File: src/inc/fpc_pkg.sv
// Purpose: Shared constants and types for the flash program control block
// Assumes: 32-bit Avalon-MM register bus, word-aligned byte addresses
package fpc_pkg;
	localparam logic [3:0] ADDR_CTRL = 4'h0;
	localparam logic [3:0] ADDR_KEY = 4'h4;
	localparam logic [3:0] ADDR_IRQ_STAT = 4'h8;
	localparam logic [3:0] ADDR_IRQ_EN = 4'hC;
	localparam int ADDR_W = 4;
	localparam int BIT_START = 15;
	localparam int BIT_ARM = 14;
	localparam int BIT_FAIL = 13;
	localparam int BIT_LOWV = 12;
	localparam int BIT_PSWAP = 7;
	localparam int BIT_BSWAP = 6;
	localparam int OP_LSB = 0;
	localparam logic [31:0] KEY1 = 32'hAA99_6655;
	localparam logic [31:0] KEY2 = 32'h5566_99AA;
	localparam logic [3:0] OP_CLEAR = 4'h0;
	localparam logic [3:0] OP_WORD = 4'h1;
	localparam logic [3:0] OP_ROW = 4'h3;
	localparam logic [3:0] OP_PAGE = 4'h4;
	localparam logic [3:0] OP_BULK = 4'h7;
	localparam logic [1:0] ECC_ALWAYS = 2'h0;
	localparam logic [7:0] OP_CYCLES = 8'h10;
	localparam logic [2:0] IRQ_RST = 3'h0;
	localparam logic [3:0] OP_RST = 4'h0;
	localparam int IRQ_DONE = 0;
	localparam int IRQ_FAIL = 1;
	localparam int IRQ_LOWV = 2;
	typedef struct packed {
		logic [3:0] op;
		logic nop;
	} fpc_cmd_t;
	typedef struct packed {
		logic done;
		logic fail;
		logic lowv;
	} fpc_result_t;
endpackage

File: src/verilog/fpc_top.sv
// Purpose: Flash program control register block with Avalon-MM slave
// Assumes: resetn is the power-on reset; sys_resetn is any other reset
// Notes: Control bits tied to power-on survive sys_resetn
//
// The Avalon-MM register port and the register offsets are this design's own decisions.
`timescale 1ns/10ps
module fpc_top (
	// Clock and resets
	input wire logic ref_clk,
	input wire logic resetn,
	input wire logic sys_resetn,
	// Avalon-MM slave
	input wire logic [fpc_pkg::ADDR_W-1:0] address,
	input wire logic read,
	input wire logic write,
	input wire logic [31:0] writedata,
	output logic [31:0] readdata,
	output logic waitrequest,
	// Configuration and flash status
	input wire logic [1:0] dynamic_ecc_config,
	input wire logic supply_low,
	input wire logic cell_fault,
	// Bank mapping
	output logic lower_region_bank2,
	output logic upper_region_bank2,
	// Interrupt
	output logic irq
);
	logic start_reg;
	logic write_arm_reg;
	logic program_fail_flag_reg;
	logic low_supply_error_flag_reg;
	logic program_bank_swap_reg;
	logic boot_bank_swap_reg;
	logic [3:0] operation_code_reg;
	logic [2:0] irq_stat_reg;
	logic [2:0] irq_en_reg;
	logic ack_reg;
	logic unlocked;
	logic launch;
	logic ctrl_wr;
	logic [2:0] irq_clr;
	fpc_pkg::fpc_cmd_t cmd;
	fpc_pkg::fpc_result_t res;

	// One wait cycle: every access answers on its second edge
	assign waitrequest = (read || write) && !ack_reg;
	wire take = (read || write) && ack_reg;
	assign ctrl_wr = take && write && address == fpc_pkg::ADDR_CTRL;
	wire key_wr = take && write && address == fpc_pkg::ADDR_KEY;
	assign irq_clr = (take && write && address == fpc_pkg::ADDR_IRQ_STAT) ?
		writedata[2:0] : 3'h0;

	always_ff @(posedge ref_clk or negedge resetn) begin
		if (!resetn) begin
			ack_reg <= 1'b0;
		end else begin
			ack_reg <= (read || write) && !ack_reg;
		end
	end

	fpc_unlock u_unlock (
		.ref_clk(ref_clk),
		.resetn(resetn),
		.key_wr(key_wr),
		.key_data(writedata),
		.consume(ctrl_wr),
		.unlocked(unlocked)
	);

	// Start is only ever set by an armed, unlocked write
	assign launch = ctrl_wr && write_arm_reg && unlocked && writedata[fpc_pkg::BIT_START] &&
		!start_reg;
	assign cmd.op = operation_code_reg;
	assign cmd.nop = (dynamic_ecc_config == fpc_pkg::ECC_ALWAYS);

	fpc_engine u_engine (
		.ref_clk(ref_clk),
		.resetn(resetn),
		.go(launch),
		.cmd(cmd),
		.supply_low(supply_low),
		.cell_fault(cell_fault),
		.res(res)
	);

	// Power-on reset only for these bits
	always_ff @(posedge ref_clk or negedge resetn) begin
		if (!resetn) begin
			start_reg <= 1'b0;
		end else if (launch) begin
			start_reg <= 1'b1;
		end else if (res.done) begin
			start_reg <= 1'b0;
		end
	end

	always_ff @(posedge ref_clk or negedge resetn) begin
		if (!resetn) begin
			write_arm_reg <= 1'b0;
		end else if (ctrl_wr) begin
			write_arm_reg <= writedata[fpc_pkg::BIT_ARM];
		end
	end

	// Flags: set on result, cleared by a zero-opcode launch; set wins
	always_ff @(posedge ref_clk or negedge resetn) begin
		if (!resetn) begin
			program_fail_flag_reg <= 1'b0;
			low_supply_error_flag_reg <= 1'b0;
		end else begin
			if (res.fail) begin
				program_fail_flag_reg <= 1'b1;
			end else if (launch && operation_code_reg == fpc_pkg::OP_CLEAR) begin
				program_fail_flag_reg <= 1'b0;
			end
			if (res.lowv) begin
				low_supply_error_flag_reg <= 1'b1;
			end else if (launch && operation_code_reg == fpc_pkg::OP_CLEAR) begin
				low_supply_error_flag_reg <= 1'b0;
			end
		end
	end

	// Opcode and swap bits follow the ordinary system reset
	always_ff @(posedge ref_clk or negedge sys_resetn) begin
		if (!sys_resetn) begin
			operation_code_reg <= fpc_pkg::OP_RST;
		end else if (ctrl_wr && !write_arm_reg) begin
			operation_code_reg <= writedata[fpc_pkg::OP_LSB +: 4];
		end
	end

	always_ff @(posedge ref_clk or negedge sys_resetn) begin
		if (!sys_resetn) begin
			program_bank_swap_reg <= 1'b0;
			boot_bank_swap_reg <= 1'b0;
		end else if (ctrl_wr && !write_arm_reg && unlocked) begin
			program_bank_swap_reg <= writedata[fpc_pkg::BIT_PSWAP];
		end else if (ctrl_wr) begin
			boot_bank_swap_reg <= writedata[fpc_pkg::BIT_BSWAP];
		end
	end

	always_ff @(posedge ref_clk or negedge resetn) begin
		if (!resetn) begin
			lower_region_bank2 <= 1'b0;
			upper_region_bank2 <= 1'b1;
		end else begin
			lower_region_bank2 <= program_bank_swap_reg;
			upper_region_bank2 <= !program_bank_swap_reg;
		end
	end

	// Interrupt status: set beats clear
	always_ff @(posedge ref_clk or negedge resetn) begin
		if (!resetn) begin
			irq_stat_reg <= fpc_pkg::IRQ_RST;
		end else begin
			irq_stat_reg <= (irq_stat_reg & ~irq_clr) | {res.lowv, res.fail, res.done};
		end
	end

	always_ff @(posedge ref_clk or negedge resetn) begin
		if (!resetn) begin
			irq_en_reg <= fpc_pkg::IRQ_RST;
		end else if (take && write && address == fpc_pkg::ADDR_IRQ_EN) begin
			irq_en_reg <= writedata[2:0];
		end
	end

	always_ff @(posedge ref_clk or negedge resetn) begin
		if (!resetn) begin
			irq <= 1'b0;
		end else begin
			irq <= |(irq_stat_reg & irq_en_reg);
		end
	end

	// Read mux; unused bits and unmapped addresses read zero
	always_comb begin
		readdata = 32'h0000_0000;
		case (address)
			fpc_pkg::ADDR_CTRL: begin
				readdata[fpc_pkg::BIT_START] = start_reg;
				readdata[fpc_pkg::BIT_ARM] = write_arm_reg;
				readdata[fpc_pkg::BIT_FAIL] = program_fail_flag_reg;
				readdata[fpc_pkg::BIT_LOWV] = low_supply_error_flag_reg;
				readdata[fpc_pkg::BIT_PSWAP] = program_bank_swap_reg;
				readdata[fpc_pkg::BIT_BSWAP] = boot_bank_swap_reg;
				readdata[3:0] = operation_code_reg;
			end
			fpc_pkg::ADDR_IRQ_STAT: readdata[2:0] = irq_stat_reg;
			fpc_pkg::ADDR_IRQ_EN: readdata[2:0] = irq_en_reg;
			default: readdata = 32'h0000_0000;
		endcase
	end
endmodule

File: src/verilog/fpc_unlock.sv
// Purpose: Two-word unlock key detector
// Assumes: Keys written back to back to the key register
// Notes: Unlock is consumed by the next control write
`timescale 1ns/10ps
module fpc_unlock (
	// Clock and reset
	input wire logic ref_clk,
	input wire logic resetn,
	// Key writes
	input wire logic key_wr,
	input wire logic [31:0] key_data,
	input wire logic consume,
	// Status
	output logic unlocked
);
	logic first_reg;
	always_ff @(posedge ref_clk or negedge resetn) begin
		if (!resetn) begin
			first_reg <= 1'b0;
			unlocked <= 1'b0;
		end else if (key_wr) begin
			first_reg <= (key_data == fpc_pkg::KEY1);
			unlocked <= first_reg && (key_data == fpc_pkg::KEY2);
		end else if (consume) begin
			first_reg <= 1'b0;
			unlocked <= 1'b0;
		end
	end
endmodule

File: src/verilog/fpc_engine.sv
// Purpose: Timed flash operation engine
// Assumes: Supply and fault inputs steady during an operation
// Notes: Fixed duration stands in for the real cell timing
`timescale 1ns/10ps
module fpc_engine #(
	parameter logic [7:0] CYCLES = fpc_pkg::OP_CYCLES
) (
	// Clock and reset
	input wire logic ref_clk,
	input wire logic resetn,
	// Command
	input wire logic go,
	input wire fpc_pkg::fpc_cmd_t cmd,
	// Flash side status
	input wire logic supply_low,
	input wire logic cell_fault,
	// Result
	output fpc_pkg::fpc_result_t res
);
	typedef enum logic [0:0] {FPC_IDLE, FPC_BUSY} fpc_state_t;
	fpc_state_t state_reg;
	logic [7:0] cnt_reg;
	fpc_pkg::fpc_cmd_t cmd_reg;
	logic lowv_seen_reg;

	function automatic logic op_known(input logic [3:0] op);
		op_known = (op == fpc_pkg::OP_CLEAR) || (op == fpc_pkg::OP_WORD) ||
			(op == fpc_pkg::OP_ROW) || (op == fpc_pkg::OP_PAGE) ||
			(op == fpc_pkg::OP_BULK);
	endfunction

	always_ff @(posedge ref_clk or negedge resetn) begin
		if (!resetn) begin
			state_reg <= FPC_IDLE;
			cnt_reg <= 8'h00;
			cmd_reg <= '0;
			lowv_seen_reg <= 1'b0;
			res <= '0;
		end else begin
			res <= '0;
			case (state_reg)
				FPC_IDLE: begin
					if (go) begin
						state_reg <= FPC_BUSY;
						cmd_reg <= cmd;
						cnt_reg <= CYCLES;
						lowv_seen_reg <= 1'b0;
					end
				end
				FPC_BUSY: begin
					if (supply_low && cmd_reg.op != fpc_pkg::OP_CLEAR && !cmd_reg.nop) begin
						lowv_seen_reg <= 1'b1;
					end
					if (cnt_reg == 8'h01 || cmd_reg.nop || cmd_reg.op == fpc_pkg::OP_CLEAR) begin
						state_reg <= FPC_IDLE;
						res.done <= 1'b1;
						// No-op path skips the array entirely
						res.fail <= !cmd_reg.nop && cmd_reg.op != fpc_pkg::OP_CLEAR &&
							(cell_fault || !op_known(cmd_reg.op));
						res.lowv <= lowv_seen_reg || (supply_low && !cmd_reg.nop &&
							cmd_reg.op != fpc_pkg::OP_CLEAR);
					end else begin
						cnt_reg <= cnt_reg - 8'h01;
					end
				end
				default: state_reg <= FPC_IDLE;
			endcase
		end
	end
endmodule

File: config.mk
export PLATFORM = sky130hd
export DESIGN_NAME = fpc_top
export DESIGN_NICKNAME = d
export VERILOG_FILES = /design/src/inc/fpc_pkg.sv /design/src/verilog/fpc_top.sv /design/src/verilog/fpc_unlock.sv /design/src/verilog/fpc_engine.sv
export SDC_FILE = /design/constraint.sdc
export NUM_CORES = 1
export LEC_CHECK = 0
export ABC_AREA = 1
export BUFFER_PORTS_ARGS = -buffer_cell sky130_fd_sc_hd__buf_2
export CAP_MARGIN = 20
export CORE_MARGIN = 10
export CORE_UTILIZATION = 40
export DETAILED_ROUTE_END_ITERATION = 8
export PLACE_DENSITY = 0.69
export SYNTH_ARGS = -nofsm -noshare
export SYNTH_HDL_FRONTEND = slang
export SYNTH_SLANG_ARGS = --single-unit
File: constraint.sdc
create_clock -name ref_clk -period 1.2 [get_ports ref_clk]
set_input_delay 0.06 -clock ref_clk [delete_from_list [all_inputs] [get_ports ref_clk]]
set_output_delay 0.06 -clock ref_clk [all_outputs]
set_load 0.03 [all_outputs]
==> results by group <==
Clock network
  – H-tree levels: 2
  – CTS tree: yes
  – CTS clock-pin slew for the worst setup and hold paths: 80 ps
  – Root Buffer: clkbuf_8
  – Clock Sinks: 40
  – CTS buffer count: 5
  – Longest Clk Path Bufs: 2
  – Skew-Pair Late Insertion Delay: 290 ps

Global routing
  – Global Route Usage Sum: 0.1359
  – Initial antenna violation count: 0
  – Grt ovf: 0
  – Vias in the first global route: 2,355
  – First-pass GRT wire length: between 10,000 and 15,000 um
  – Pin count of the biggest net entering global routing: 23

Critical path
  – Critical Path RT: 1430 ps
  – CP max FO: 7
  – WS Path Type: register to register
  – Crit. End Element: register
  – Critical path launch point type: register
  – R2R setup slack: -70 ps
  – CP arrival: 1500 ps

Pwr
  – VDD IR max: about 0.6 mV
  – Power Dens Cells: 968.7 nW/um^2
  – Leakage: between 1.5 and 2 nW

Layout
  – Finished Cell Area: 3274 sq um
  – Share of layout cells above drive strength 1: 0.3608
  – Post-layout net count: 470
  – Largest register FFs: 8
  – Area Growth Syn to Fin: 38.10%
  – Antenna fix cells: 0

Routing
  – DRT Pass-1 Iters: 4
  – Vias: 2,312
  – DRC: 0
  – Wire per inst: about 14 um
  – ANT nets after route: 0
  – Final wirelength: 6697 um
  – Vias per cell: 4.661
  – Iter 0 DRT Violations: 79

Worst hold path
  – Hold Path Class: input pin to register

Synthesis
  – Yosys top cell by area: dfrtp_1
  – Mapped Avg Cell Area: 7.251 sq um
  – Post-synthesis sequential area ratio: 0.4227
  – Synth Cell Area: 2371 sq um
  – FF+latch count, synth: 40
  – Syn Inst Count: 327
  – Synth top area cells: dfrtp_1, nand2_1, inv_1, buf_4, nor2_1
  – Library cells used by synthesis: 27
  – Top-area cell type share of the netlist area: 0.4116
  – YS warnings: 0

Timing
  – Period minus WS final: 1270 ps
  – Fin crit share: 1.058
  – Final hold vios: 0
  – Setup ws final: -69.84 ps
  – Fin Hold WS: 13.94 ps
  – RSZ-0062 raised after global routing: yes
  – Final Max Slew Viols: 0
  – Max frequency: 787.5 MHz
  – Final setup fails: 8
  – Worst Skew: 5.141 ps

Die
  – Ports: 81
  – Die Y-Extent: between 90 and 100 um
  – Core area: roughly 5600 sq um
  – Row count: 27
  – Die Footprint: 9407 sq um
  – Die Wd: 96.99 um
  – Starting density of the core: 0.4203

Place
  – Placement Setup Slack: -162.5 ps
  – Post-place instance area: roughly 2800 sq um
  – Detailed placement HPWL: just over 5000 um
  – Port Buf Inserts: between 50 and 60
  – GPL Wtd Cong: 0.8604

Outcome
  – Outcome: finished with violations
  – Failing checks: setup timing

Job
  – # Max-Cap Violations: 0
worst max-delay path, cell delays in order (launching register included):
cell and delay, ps:
dfrtp_2 450, ha_4 170, nand3_4 60, inv_2 50, nand2_4 80, nand3_4 110, inv_4 130, nand2_1 90
nand2_1 70
synth_stat cells:
cell type and n:
o21ai_0 21, conb_1 1, nand2_4 1, buf_6 1
nor2_1 42, nand3_1 28, o21ai_2 2, nand3_2 1
nand4_1 2, nor2_4 1, a21boi_0 1, o211ai_1 2
dfstp_2 1, buf_4 22, nor3_1 8, nor3_2 2
nor2_8 1, ha_1 2, nand2_2 1, inv_1 51
a21oi_2 1, dfrtp_1 39, nand2_1 90, a21oi_1 2
xor2_1 2, nor2_2 1, nand3_4 1
routing by layer:
| metal | wire length, um | global-route usage |
|---|---|---|
| met1 | 2644 | 0.1539 |
| met2 | 3586 | 0.2377 |
| met3 | 355 | 0.03336 |
| met4 | 112 | 0.05411 |
| met5 | 0 | 0 |
worst paths after layout:
kind,startpoint,to,cells past startpoint
worst max-delay path,u_engine.cnt_reg[0]$_DFFE_PN0P_,u_engine.cnt_reg[5]$_DFFE_PN0P_,8
worst min-delay path,read,ack_reg$_DFF_PN0_,3
worst max register to register,u_engine.cnt_reg[0]$_DFFE_PN0P_,u_engine.cnt_reg[5]$_DFFE_PN0P_,8
worst min register to register,program_bank_swap_reg$_DFFE_PN0P_,lower_region_bank2$_DFF_PN0_,0
max in group asynchronous,resetn,u_engine.cnt_reg[4]$_DFFE_PN0P_,3
min in group asynchronous,sys_resetn,program_bank_swap_reg$_DFFE_PN0P_,2
layout by cell type, fill, tap and decap left out, drive strengths merged:
cell type,count
xor2,2
clkbuf,6
a21boi,1
nand3,32
ha,2
conb,22
bufinv,1
a21oi,3
inv,51
nand2,92
dfstp,1
nor2,45
nand4,2
o21ai,23
nor3,10
o211ai,2
clkinv,1
dfrtp,39
buf,87
dlygate4sd3,2
layout make-up:
cell class	instances	area, sq um
Multi-Input combinational cell	236	1303
Tap cell	72	90.09
Inverter	51	196.4
Clock inverter	2	35.03
Timing Repair Buffer	89	573.1
Clock buffer	6	72.57
Fill cell	513	2367
Sequential cell	40	1005
metrics by stage:
step	total power, W	setup TNS [ps]	std cells	utilization
after floorplan	0.001872	0	348	-
final	0.003172	-227.4	496	0.5804
after global placement	0.002026	-986.4	477	0.5019
after detailed placement	0.002037	-1434	477	0.5019
after global routing	0.003338	-733.2	496	0.5804
after CTS	0.003144	-182.8	489	0.5436
logic make-up after synthesis:
kind of cell               count (synthesis)  synth area share
adders and majority gates                  2           0.01055
and+or+nand+nor                          179            0.3335
xor gates and xnor gates                   2          0.007389
DFF                                       40            0.4227
AOI/OAI and AO/OA                         29           0.06913
buffers and inverters                     74            0.1551
other                                      1          0.001582
timing repair:
| action | 4_1_cts | 5_1_grt |
|---|---|---|
| gates cloned | 2 | 0 |
| pin swaps | 8 | 16 |
| setup buffers | 0 | 7 |
| endpoints found under the setup margin | 21 | 28 |
| hold buffers | 2 | 0 |
| resized for setup | 26 | 53 |
| endpoints found under the hold margin | 40 | 0 |
report_power, final:
part           internal, W  leakage, nW  total, W  switching [W]
combinational     0.000193         1.18  0.000576       0.000383
sequential         0.00144        0.464   0.00150      0.0000591
clock             0.000618       0.0552   0.00110       0.000481
total              0.00225         1.70   0.00317       0.000923
(Power assumes the default switching activity.)
